**config.mk**
```make
export PLATFORM = sky130hd
export DESIGN_NAME = irq_pri_ctrl
export DESIGN_NICKNAME = d
export VERILOG_FILES = /design/src/shared/irq_pri_pkg.sv /design/src/design/irq_pri_ctrl.sv /design/src/design/sfr_byte_reg.sv
export VERILOG_INCLUDE_DIRS = /design/src /design/src/shared
export SDC_FILE = /design/constraint.sdc
export NUM_CORES = 1
export LEC_CHECK = 0
export BUFFER_PORTS_ARGS = -buffer_cell sky130_fd_sc_hd__buf_4
export CORE_UTILIZATION = 40
export DETAILED_ROUTE_END_ITERATION = 8
export GPL_TIMING_DRIVEN = 0
export HOLD_SLACK_MARGIN = 0.1
export PLACE_DENSITY = 0.75
export SLEW_MARGIN = 20
export SYNTH_ARGS = -nofsm -noshare
export SYNTH_HDL_FRONTEND = slang
export SYNTH_SLANG_ARGS = --single-unit
```
**constraint.sdc**
```tcl
create_clock -name sys_clk -period 1.6 [get_ports sys_clk]
set_clock_uncertainty 0.05 [all_clocks]
set_input_delay 0.24 -clock sys_clk [delete_from_list [all_inputs] [get_ports sys_clk]]
set_output_delay 0.24 -clock sys_clk [all_outputs]
set_load 0.1 [all_outputs]
```
**src/shared/irq_pri_cfg.svh**
```systemverilog
// constants for the priority and extended enable registers
`ifndef IRQ_PRI_CFG_SVH
`define IRQ_PRI_CFG_SVH

// special-function-register addresses
`define PRI_REG_ADDR       8'hB8
`define EXT_EN_REG_ADDR    8'hE6

// basic priority register layout
`define PRI_RESET          8'h00
`define PRI_WRITE_MASK     8'h3F
`define PRI_READ_ONES      8'hC0
`define PRI_EXT0_BIT       0
`define PRI_TMR0_BIT       1
`define PRI_EXT1_BIT       2
`define PRI_TMR1_BIT       3
`define PRI_SER0_BIT       4
`define PRI_TMR2_BIT       5

// extended enable register layout
`define EXT_EN_RESET       8'h00
`define EXT_EN_WRITE_MASK  8'hFF
`define EXT_EN_READ_ONES   8'h00
`define EXT_EN_SPI_BIT     0
`define EXT_EN_SMB_BIT     1
`define EXT_EN_WIN_BIT     2
`define EXT_EN_CNT_BIT     3
`define EXT_EN_CMP0F_BIT   4
`define EXT_EN_CMP0R_BIT   5
`define EXT_EN_CMP1F_BIT   6
`define EXT_EN_CMP1R_BIT   7

// source numbering: basic sources 0..5, extended sources 6..13
`define BASIC_SOURCES      6
`define EXT_SOURCES        8
`define EXT_BASE_INDEX     6
`define RDATA_UNMAPPED     8'h00

`endif

```
**src/shared/irq_pri_pkg.sv**
```systemverilog
// types shared by the priority and extended enable block
package irq_pri_pkg;
  // nesting level of the service routine currently running
  typedef enum logic [1:0] {
    svc_none,
    svc_low,
    svc_high_alone,
    svc_high_over_low
  } svc_state_type;

  typedef logic [7:0] sfr_byte_type;
  typedef logic [3:0] src_index_type;
endpackage

```
**src/design/irq_pri_ctrl.sv**
```systemverilog
// interrupt priority register, extended enable register and arbiter
`include "irq_pri_cfg.svh"

module irq_pri_ctrl (
  input  wire logic                      sys_clk,
  input  wire logic                      rst,
  input  wire logic [7:0]                sfr_addr,
  input  wire logic                      sfr_wr,
  input  wire logic                      sfr_rd,
  input  wire irq_pri_pkg::sfr_byte_type sfr_wdata,
  output irq_pri_pkg::sfr_byte_type      sfr_rdata_q,
  input  wire logic [5:0]                basic_req,
  input  wire logic [7:0]                ext_req,
  input  wire logic                      svc_take,
  input  wire logic                      svc_done,
  output logic                           irq_valid_q,
  output irq_pri_pkg::src_index_type     irq_index_q,
  output logic                           irq_high_q,
  output logic [1:0]                     svc_level_q
);
  import irq_pri_pkg::*;

  localparam int NSRC = `BASIC_SOURCES + `EXT_SOURCES;

  sfr_byte_type  basic_interrupt_priority;      // priority register
  sfr_byte_type  extended_interrupt_enable_one; // extended mask register
  svc_state_type svc_q;                         // service nesting state
  svc_state_type svc_d;                         // next nesting state
  logic [NSRC-1:0] all_req;                     // requests after masking
  logic [NSRC-1:0] high_sel;                    // sources at high level
  logic [NSRC-1:0] hi_req;                      // pending high requests
  logic [NSRC-1:0] lo_req;                      // pending low requests
  logic          hi_found;                      // any high pending
  logic          lo_found;                      // any low pending
  src_index_type hi_idx;                        // winning high source
  src_index_type lo_idx;                        // winning low source
  logic          irq_valid_d;                   // next presented flag
  src_index_type irq_index_d;                   // next presented source
  logic          irq_high_d;                    // next presented level
  sfr_byte_type  rdata_d;                       // next read data

  // lowest numbered pending source wins within one level
  function automatic logic pick_any(input logic [NSRC-1:0] vec);
    pick_any = |vec;
  endfunction

  function automatic src_index_type pick_first(
    input logic [NSRC-1:0] vec
  );
    pick_first = '0;
    for (int i = NSRC - 1; i >= 0; i--) begin
      if (vec[i]) begin
        pick_first = src_index_type'(i);
      end
    end
  endfunction

  // basic priority register, bits 7..6 read as ones
  sfr_byte_reg #(
    .ADDR  (`PRI_REG_ADDR),
    .RESET (`PRI_RESET),
    .WMASK (`PRI_WRITE_MASK),
    .ONES  (`PRI_READ_ONES)
  ) u_pri_reg (
    .sys_clk   (sys_clk),
    .rst       (rst),
    .sfr_addr  (sfr_addr),
    .sfr_wr    (sfr_wr),
    .sfr_wdata (sfr_wdata),
    .value_q   (basic_interrupt_priority)
  );

  // extended enable register, all bits writable, resets to zero
  sfr_byte_reg #(
    .ADDR  (`EXT_EN_REG_ADDR),
    .RESET (`EXT_EN_RESET),
    .WMASK (`EXT_EN_WRITE_MASK),
    .ONES  (`EXT_EN_READ_ONES)
  ) u_ext_en_reg (
    .sys_clk   (sys_clk),
    .rst       (rst),
    .sfr_addr  (sfr_addr),
    .sfr_wr    (sfr_wr),
    .sfr_wdata (sfr_wdata),
    .value_q   (extended_interrupt_enable_one)
  );

  // mask extended sources, basic ones are already enabled upstream
  always_comb begin
    all_req[`BASIC_SOURCES-1:0] = basic_req;
    // a cleared enable bit blocks its source, a set one passes it
    all_req[NSRC-1:`EXT_BASE_INDEX] =
      ext_req & extended_interrupt_enable_one;
  end

  // level of each source; extended sources always sit at low level
  always_comb begin
    high_sel = '0;
    // serial port 0 high when its bit is set, low when clear
    high_sel[`PRI_SER0_BIT] =
      basic_interrupt_priority[`PRI_SER0_BIT];
    high_sel[`PRI_TMR1_BIT] =
      basic_interrupt_priority[`PRI_TMR1_BIT];
    high_sel[`PRI_EXT1_BIT] =
      basic_interrupt_priority[`PRI_EXT1_BIT];
    high_sel[`PRI_TMR0_BIT] =
      basic_interrupt_priority[`PRI_TMR0_BIT];
    high_sel[`PRI_EXT0_BIT] =
      basic_interrupt_priority[`PRI_EXT0_BIT];
    high_sel[`PRI_TMR2_BIT] =
      basic_interrupt_priority[`PRI_TMR2_BIT];
  end

  // split pending requests by level and find a winner in each
  always_comb begin
    hi_req   = all_req & high_sel;
    lo_req   = all_req & ~high_sel;
    hi_found = pick_any(hi_req);
    lo_found = pick_any(lo_req);
    hi_idx   = pick_first(hi_req);
    lo_idx   = pick_first(lo_req);
  end

  // choose the request to present to the core
  always_comb begin
    irq_valid_d = 1'b0;
    irq_index_d = '0;
    irq_high_d  = 1'b0;
    case (svc_q)
      // idle: high wins over simultaneous low
      svc_none: begin
        if (hi_found) begin
          irq_valid_d = 1'b1;
          irq_index_d = hi_idx;
          irq_high_d  = 1'b1;
        end else if (lo_found) begin
          irq_valid_d = 1'b1;
          irq_index_d = lo_idx;
        end
      end
      // low routine running: only high may preempt
      svc_low: begin
        if (hi_found) begin
          irq_valid_d = 1'b1;
          irq_index_d = hi_idx;
          irq_high_d  = 1'b1;
        end
      end
      // high routine running: nothing preempts
      svc_high_alone,
      svc_high_over_low: begin
        irq_valid_d = 1'b0;
      end
      default: begin
        irq_valid_d = 1'b0;
      end
    endcase
    // withdraw while the core is taking the current one
    if (svc_take) begin
      irq_valid_d = 1'b0;
    end
  end

  // presented request, registered for the core
  always_ff @(posedge sys_clk) begin
    if (rst) begin
      irq_valid_q <= 1'b0;
      irq_index_q <= '0;
      irq_high_q  <= 1'b0;
    end else begin
      irq_valid_q <= irq_valid_d;
      irq_index_q <= irq_index_d;
      irq_high_q  <= irq_high_d;
    end
  end

  // nesting of service routines: take enters, done returns one level
  always_comb begin
    svc_d = svc_q;
    case (svc_q)
      svc_none: begin
        if (svc_take && irq_valid_q) begin
          svc_d = irq_high_q ? svc_high_alone : svc_low;
        end
      end
      svc_low: begin
        if (svc_take && irq_valid_q && irq_high_q) begin
          svc_d = svc_high_over_low;
        end else if (svc_done) begin
          svc_d = svc_none;
        end
      end
      svc_high_alone: begin
        if (svc_done) begin
          svc_d = svc_none;
        end
      end
      svc_high_over_low: begin
        // back to the interrupted low routine
        if (svc_done) begin
          svc_d = svc_low;
        end
      end
      default: begin
        svc_d = svc_none;
      end
    endcase
  end

  // nesting state register
  always_ff @(posedge sys_clk) begin
    if (rst) begin
      svc_q <= svc_none;
    end else begin
      svc_q <= svc_d;
    end
  end

  // service level shown to the core: 0 none, 1 low, 2 high
  always_ff @(posedge sys_clk) begin
    if (rst) begin
      svc_level_q <= 2'h0;
    end else begin
      case (svc_d)
        svc_none:          svc_level_q <= 2'h0;
        svc_low:           svc_level_q <= 2'h1;
        svc_high_alone,
        svc_high_over_low: svc_level_q <= 2'h2;
        default:           svc_level_q <= 2'h0;
      endcase
    end
  end

  // read multiplexer, unmapped addresses read zero
  always_comb begin
    case (sfr_addr)
      `PRI_REG_ADDR:    rdata_d = basic_interrupt_priority;
      `EXT_EN_REG_ADDR: rdata_d = extended_interrupt_enable_one;
      default:          rdata_d = `RDATA_UNMAPPED;
    endcase
  end

  // read data, valid the cycle after a read strobe, else zero
  always_ff @(posedge sys_clk) begin
    if (rst) begin
      sfr_rdata_q <= 8'h00;
    end else if (sfr_rd) begin
      sfr_rdata_q <= rdata_d;
    end else begin
      sfr_rdata_q <= 8'h00;
    end
  end
endmodule

```
**src/design/sfr_byte_reg.sv**
```systemverilog
// one byte-wide special function register with write mask
module sfr_byte_reg #(
  parameter logic [7:0] ADDR  = 8'h00,
  parameter logic [7:0] RESET = 8'h00,
  parameter logic [7:0] WMASK = 8'hFF,
  parameter logic [7:0] ONES  = 8'h00
) (
  input  wire logic                  sys_clk,
  input  wire logic                  rst,
  input  wire logic [7:0]            sfr_addr,
  input  wire logic                  sfr_wr,
  input  wire irq_pri_pkg::sfr_byte_type sfr_wdata,
  output irq_pri_pkg::sfr_byte_type  value_q
);
  import irq_pri_pkg::*;

  sfr_byte_type store_q; // writable bits only

  // write only the masked bits, others stay at reset
  always_ff @(posedge sys_clk) begin
    if (rst) begin
      store_q <= RESET & WMASK;
    end else if (sfr_wr && sfr_addr == ADDR) begin
      store_q <= sfr_wdata & WMASK;
    end
  end

  // unused bits read as their fixed level
  assign value_q = store_q | ONES;
endmodule

```
Yosys cells after proc, flatten, opt, wreduce, memory -nomap -nowiden
Index checks and enable logic that the tools add are counted.

Flip-flop bits (word level): 32. Input bits: 36.

Equality and inequality tests: 8. Muxes and demuxes: 44. Bitwise operators: 6. Reductions and logical operators: 14.

Operators by type and width (number): $mux 4 (31); $reduce_or 14->1 (2); $eq 8x8->1 const B (2); $pmux 8 s2 (1); $and 14x14->14 (1); $and 14x6->14 (1); $not 6->14 (1); $reduce_or 2->1 (6); $mux 2 (5); $and 8x8->8 (1); $eq 2x2->1 const B (4); $pmux 2 s4 (1); $pmux 4 s2 (1); $pmux 2 s3 (1); $eq 2x1->1 const B (2); $logic_and 1x1->1 (4); $logic_not 2->1 (2); $mux 1 (3); $pmux 1 s3 (1); $not 1->1 (2).

Longest topological paths before layout
Gate-level depths: netlist of run 1.

Depth after elaboration: 19. Gate-level depth with buffers: 6. Mapped depth without buffers: 5.

Modules after synthesis
Synthesis of run 1 repeated with hierarchy kept, for this count alone.

Cell total of the unflattened synthesis: 184. Area total of the unflattened synthesis: 1675.4 sq um.

Modules (own cells, without submodules): irq_pri_ctrl (times used 1, cells an instance 115, area each 975.9 sq um, seq. area each 360.3 sq um); sfr_byte_reg at u_ext_en_reg (times used 1, cells an instance 37, area each 381.6 sq um, seq. area each 160.2 sq um); sfr_byte_reg at u_pri_reg (times used 1, cells an instance 32, area each 317.8 sq um, seq. area each 120.1 sq um).

Worst setup path after synthesis of run 1
Ideal clock, no wire load.

Kind: flip-flop to flip-flop. Start: register irq_high_q. End: register svc_level_q[0]. Library setup time: 0.134 ns. Arrival: 1.529 ns. Data required time: 1.416 ns. Path slack: -0.113 ns. Cell stages (with the launch flop): 4. Period minus slack after synthesis: 1.713 ns. Cell sequence: dfxtp_1 mux2_2 nand3_1 a211oi_1.

Cells in the longest elaborated chain, start to end: 6.

Ends and longest elaborated chain: start, declared (RTL line irq_pri_ctrl.sv:18) `output logic irq_high_q,`; start signal, assigned (RTL line irq_pri_ctrl.sv:173) `irq_high_q <= irq_high_d;`; $mux 2 / $logic_and 1x1->1 (equally long branches) (RTL line irq_pri_ctrl.sv:183, irq_pri_ctrl.sv:187); $mux 2, on equally long branches (RTL line irq_pri_ctrl.sv:182, irq_pri_ctrl.sv:187); $pmux 2 s4 * (RTL line irq_pri_ctrl.sv:180) `case (svc_q)`; $eq 2x2->1 (RTL line irq_pri_ctrl.sv:224) `case (svc_d)`; $reduce_or 2->1 (RTL line irq_pri_ctrl.sv:224); $pmux 2 s3 * (RTL line irq_pri_ctrl.sv:224); end signal, assigned (RTL line irq_pri_ctrl.sv:225) `svc_none: svc_level_q <= 2'h0;`; end signal, assigned (RTL line irq_pri_ctrl.sv:226) `svc_low: svc_level_q <= 2'h1;`; end signal, assigned (RTL line irq_pri_ctrl.sv:228) `svc_high_over_low: svc_level_q <= 2'h2;`; end, declared (RTL line irq_pri_ctrl.sv:19) `output logic [1:0] svc_level_q`.

Mark *: on every way between the ends. The rest lies on a longest branch, timed or not. A chain may end at the register's enable or synchronous reset.

Worst setup path after layout of run 1
Start: register u_pri_reg.store_q[1]. End: register irq_index_q[0].

Cells in the longest elaborated chain, start to end: 7.

Ends and longest elaborated chain: start, declared (RTL line sfr_byte_reg.sv:17) `sfr_byte_type store_q;`; start signal, assigned (RTL line sfr_byte_reg.sv:22) `store_q <= RESET & WMASK;`; start signal, assigned (RTL line sfr_byte_reg.sv:24) `store_q <= sfr_wdata & WMASK;`; $not 6->14 (RTL line irq_pri_ctrl.sv:117) `lo_req = all_req & ~high_sel;`; $and 14x14->14 (RTL line irq_pri_ctrl.sv:117); $mux 4 (2 in series) (RTL line irq_pri_ctrl.sv:52) `if (vec[i]) begin`; $mux 4 (RTL line irq_pri_ctrl.sv:136) `end else if (lo_found) begin`; $mux 4 (RTL line irq_pri_ctrl.sv:132) `if (hi_found) begin`; $pmux 4 s2 * (RTL line irq_pri_ctrl.sv:129) `case (svc_q)`; end signal, assigned (RTL line irq_pri_ctrl.sv:172) `irq_index_q <= irq_index_d;`; end, declared (RTL line irq_pri_ctrl.sv:17) `output irq_pri_pkg::src_index_type irq_index_q,`.

Marked as above.

==> qor.txt, run 1 <==
CTS Buf Count - 5
#FFs+latches synth - 32
post-layout min period - 1.62 ns
post-synthesis cell type count - 36
hold endpoint - u_pri_reg.store_q[1]
post-route setup slack - -0.0158 ns
Ports - 52
WS Path Type - reg -> reg
warnings from Yosys - 0
Final Hold Viols - 0
average cell area after synthesis - 8.51 um^2
Remaining Overflow, GRT - 0
die area - 3930 um^2
CTS Root Cell - clkbuf_8
Mapped Cells - 173
largest net degree at the start of global routing - 11
core area - 3440 um^2
P per Cell Area - 877 nW/um^2
wire per inst - 13.1 um
Detailed Place HPWL - 2.79 mm
vias per std cell - 5.32
layout cells sized above 1 - 30.9%
via count - 1,499
Post-Syn Area - 1470 um^2
R2R Path Start - u_pri_reg.store_q[1]
Top FF cell, synth - dfxtp_1
Clock transition at path regs - 0.07 ns
Max-slew headroom - 48.7%
WP data arrival - 1.78 ns
# DRC - 0
final WL - 3.69 mm
CTS tree - done
Maximum Capacitance Violations - 0
Final Cycle Share - 101%
CTS Buffer Depth - 2
maximum clock frequency - 0.619 GHz
Hold Path Origin - sfr_wdata[1]
failing checks - negative setup slack
Critical Path RT - 1.77 ns
Pre-antenna DRT Iters - 4
clock sink count - 32
IO buf count - 50
syn_nets - 209
Slew Viols, Final - 0
Layout area overhead - 42.5%
crit path capture type - register
antenna viol nets, final - 0
flop2flop setup slack - -0.02 ns
Total Power - 1.84 mW
worst vdd ir - 0.473 mV
Rows - 21
H-tree depth - 2
all-layer global routing usage - 19.4%
ys async rst share - 0%
chip width - 62.7 um
CP Max Fanout - 6
fin util - 61.0%
commonest non-fill, non-tap cell in the layout - buf_4
Hold Path Depth - 3
nets@finish - 271
Detailed Route Iter0 Violations - 110
Hold Path Class - in -> reg
n_diodes - 0
first-pass GRT wire length - 5.98 mm
initial antenna violation count - 0
post-synthesis sequential area ratio - 43.5%
Worst-Margin Slew - 0.763 ns
gpl congestion - 0.919
commonest non-fill, non-tap cells in the layout - buf_4, dfxtp_1, nand2_1
Fillers - 319
R2R cell count - 6
Lkg Pwr - 0.826 nW
run status - finished with violations
Crit Reg-Reg Endpoint - irq_index_q[0]
Initial Util - 42.8%
RSZ-0062 raised after global routing - true
Final Setup Violations - 1
die extent in y - 62.7 um
number of global-route vias before repair - 1,322
Worst-Skew Late Latency - 0.28 ns
number of synthesized flops with an enable pin - 0
crit start category - register
## layer usage
metal | track usage [%] | up-vias | share of wire (%)
met5 | 0 | - | 0
met4 | 11.6 | 0 | 3.2
met3 | 4.74 | 14 | 6.8
met2 | 30.3 | 59 | 46
met1 | 24.1 | 676 | 44
li1 | - | 750 | -
## registers in the layout, summed over array words and instances, names as in the netlist
name / count
svc_q: 2
svc_level_q: 2
irq_valid_q: 1
u_ext_en_reg.value_q: 8
irq_index_q: 4
sfr_rdata_q: 8
irq_high_q: 1
u_pri_reg.store_q: 6
## through the flow
step	setup slack (ns)	std cells	cell area [um^2]	setup TNS, ns	hold WS (ns)
3_5_place_dp	-0.0272	269	1910	-0.178	0.377
3_3_place_gp	-0.0238	269	1910	-0.173	0.380
4_1_cts	0.00893	280	2060	0	0.158
6_report	-0.0158	282	2100	-0.0158	0.155
5_1_grt	-0.0525	282	2100	-0.0647	0.157
2_1_floorplan	0.0747	173	1470	0	0.266
## cell families after synthesis
group | after synthesis | share of synthesized area [%]
AOI/OAI and AO/OA | 41 | 18.3
and+or+nand+nor | 84 | 30.3
buffers and inverters | 8 | 2.38
DFF | 32 | 43.5
muxes | 8 | 5.52
## cell type report
class	instances	area [um^2]	area share [%]
tap	46	57.6	2.74
inverter	2	7.51	0.358
sequential	32	644	30.7
multi-input combinational	133	817	38.9
timing repair buffer	55	418	19.9
clock buffer	7	96.3	4.59
clock inverter	1	30.0	1.43
buffer	6	27.5	1.31
## synthesized netlist by cell type, drive strengths merged (2+ instances only)
library cell,number,area (um^2)
a21oi,15,75.1
a22o,3,26.3
a22oi,8,60.1
a31oi,2,12.5
a32oi,2,17.5
and2,2,12.5
buf,3,16.3
clkbuf,3,11.3
dfxtp,32,641
inv,2,7.51
mux2i,7,70.1
nand2,23,86.3
nand2b,4,25.0
nand3,14,70.1
nand3b,3,35.0
nor2,19,71.3
nor2b,9,56.3
nor3,4,20.0
nor4,2,27.5
o21ai,5,25.0
## how the worst max path moves through the flow
stage                          from                       to  slack [ns]  cells past startpoint
2_1_floorplan           irq_valid_q           svc_level_q[1]        0.07                      3
3_3_place_gp            sfr_addr[0]  u_ext_en_reg.value_q[4]       -0.02                      6
3_5_place_dp            sfr_addr[0]  u_ext_en_reg.value_q[2]       -0.03                      6
4_1_cts        u_pri_reg.store_q[1]           irq_index_q[0]       0.009                      5
5_1_grt        u_pri_reg.store_q[3]           irq_index_q[0]       -0.05                      6
6_report       u_pri_reg.store_q[1]           irq_index_q[0]       -0.02                      6
## where the power goes
part	internal (mW)	switching (mW)	total (mW)
clock network	0.549	0.278	0.827
logic	0.0916	0.115	0.206
registers	0.803	0.00374	0.807
## critical path: stages, from the launching register on
cell and delay, ns:
dfxtp_2 0.35, a222oi_1 0.36, buf_4 0.19, nand4_1 0.17
a31oi_2 0.22, nand2_1 0.08, o21ai_1 0.13
## repair_timing
action / 4_1_cts / 5_1_grt
buffers inserted: 1 / 2
hold buffers: 2 / 0
endpoints found under the hold margin: 2 / 0
pin swaps: 1 / 1
resized for setup: 0 / 5
endpoints found under the setup margin: 2 / 4
No activity file was read; power rests on OpenSTA's default activity.
==> inputs of run 2 (changes only) <==
==> constraint.sdc (replaced) <==
create_clock -name sys_clk -period 1.6 [get_ports sys_clk]
set_clock_uncertainty 0.05 [all_clocks]
set_input_delay 0.08 -clock sys_clk [delete_from_list [all_inputs] [get_ports sys_clk]]
set_output_delay 0.08 -clock sys_clk [all_outputs]
set_load 0.1 [all_outputs]
==> qor.txt, run 2 (same netlist as run 1, synthesis figures left out) <==
CTS Buf Count - 5 (unchanged)
Final Cycle Share - 100% (-0.51 points)
Worst-Margin Slew - 0.750 ns (-0.0134 ns)
Initial Util - 42.8% (unchanged)
chip width - 62.7 um (unchanged)
Hold Path Class - in -> reg
CTS Root Cell - clkbuf_8
Detailed Route Iter0 Violations - 75 (-32%)
worst vdd ir - 0.487 mV (+3.1%)
Critical Path RT - 1.77 ns (about the same)
CP Max Fanout - 6 (unchanged)
antenna viol nets, final - 0 (unchanged)
CP max stage delay - 0.37 ns (about the same)
Detailed Place HPWL - 2.79 mm (unchanged)
Remaining Overflow, GRT - 0 (unchanged)
IO buf count - 50 (unchanged)
WS Path Type - reg -> reg
CTS Buffer Depth - 2 (unchanged)
crit path capture type - register
largest net degree at the start of global routing - 11 (unchanged)
first-pass GRT wire length - 6.11 mm (+2.1%)
n_diodes - 0 (unchanged)
wire per inst - 12.9 um (-1.3%)
maximum clock frequency - 0.622 GHz (+0.51%)
die extent in y - 62.7 um (unchanged)
gpl congestion - 0.919 (unchanged)
Ports - 52 (unchanged)
WP data arrival - 1.78 ns (about the same)
Pre-antenna DRT Iters - 4 (unchanged)
Final Hold Viols - 0 (unchanged)
P per Cell Area - 848 nW/um^2 (-3.3%)
Worst-Skew Late Latency - 0.29 ns (about the same)
crit start category - register
H-tree depth - 2 (unchanged)
Design Area, Final - 2200 um^2 (+4.8%)
Final Setup Violations - 1 (unchanged)
dpl cell area - 1910 um^2 (unchanged)
via count - 1,563 (+4.3%)
post-layout min period - 1.61 ns (-0.00814 ns)
Total Power - 1.87 mW (+1.4%)
final WL - 3.78 mm (+2.2%)
commonest non-fill, non-tap cell in the layout - buf_4
vias per std cell - 5.35 (+0.70%)
CP Cell Sequence - a222oi_1 > buf_4 > nand4_1 > a31oi_2 > nand2_1 > o21ai_1
all-layer global routing usage - 19.8% (+0.39 points)
CTS tree - done
# DRC - 0 (unchanged)
Fillers - 309 (-3.1%)
core area - 3440 um^2 (unchanged)
Slowest-stage cell, CP - a222oi_1
Max-slew headroom - 49.6% (+0.90 points)
RSZ-0062 raised after global routing - true
layout cells sized above 1 - 30.1% (-0.85 points)
Maximum Capacitance Violations - 0 (unchanged)
failing checks - negative setup slack
commonest non-fill, non-tap cells in the layout - buf_4, dfxtp_1, nand2_1
clock sink count - 32 (unchanged)
Rows - 21 (unchanged)
initial antenna violation count - 0 (unchanged)
nets@finish - 281 (+3.7%)
die area - 3930 um^2 (unchanged)
run status - finished with violations
Slew Viols, Final - 0 (unchanged)
Layout area overhead - 49.4%
Lkg Pwr - 0.871 nW (+5.4%)
number of global-route vias before repair - 1,363 (+3.1%)
post-route setup slack - -0.00769 ns (+0.00814 ns)
Clock transition at path regs - 0.07 ns (about the same)
run 2: final cells by class:
class | instances | area [um^2] | area share [%]
timing repair buffer | 65 | 518 | 23.5
buffer | 6 | 28.8 | 1.31
clock buffer | 7 | 96.3 | 4.38
clock inverter | 1 | 30.0 | 1.37
tap | 46 | 57.6 | 2.62
inverter | 2 | 7.51 | 0.341
sequential | 32 | 644 | 29.3
multi-input combinational | 133 | 817 | 37.1
run 2: power by group:
group / switching (mW) / internal (mW) / leakage, nW
Combinational: 0.118 / 0.108 / 0.547
Clock: 0.284 / 0.549 / 0.0645
Sequential: 0.00377 / 0.803 / 0.260
run 2: path summary, 6_finish.rpt:
kind                            slack (ns)  cells past startpoint               startpoint                      end
worst max register to register      -0.008                      6     u_pri_reg.store_q[1]           irq_index_q[0]
worst max-delay path                -0.008                      6     u_pri_reg.store_q[1]           irq_index_q[0]
worst min-delay path                  0.13                      4             basic_req[0]           irq_index_q[2]
worst min register to register        0.45                      2  u_ext_en_reg.value_q[6]  u_ext_en_reg.value_q[6]
run 2: through the flow:
step	TNS [ns]	util [%]	std cells	setup slack (ns)	hold slack, ns
finish	-0.00769	63.9	292	-0.00769	0.130
CTS	0	62.8	290	0.00893	0.102
floorplan	0	-	173	0.0747	0.106
global placement	0	55.4	269	0.0782	0.220
global route	-0.0918	63.9	292	-0.0568	0.171
detailed placement	0	55.4	269	0.0124	0.217
run 2: routing by layer:
layer	wire, um	track usage [%]
met4	96	11.6
met5	0	0
met2	1760	31.5
met3	239	4.74
met1	1680	24.2
run 2: critical path: cells and delay by family (launching register included):
kind            cells  cell delay (ns)
buf+inv             1             0.19
simple gates        2             0.24
compound gates      3             0.72
flops               1             0.35
run 2: timing repair:
item	CTS	global route
hold endpoints to repair	23	0
pin swaps	1	1
resized for setup	0	7
buffers inserted	1	2
hold buffers	12	0
endpoints found under the setup margin	2	14
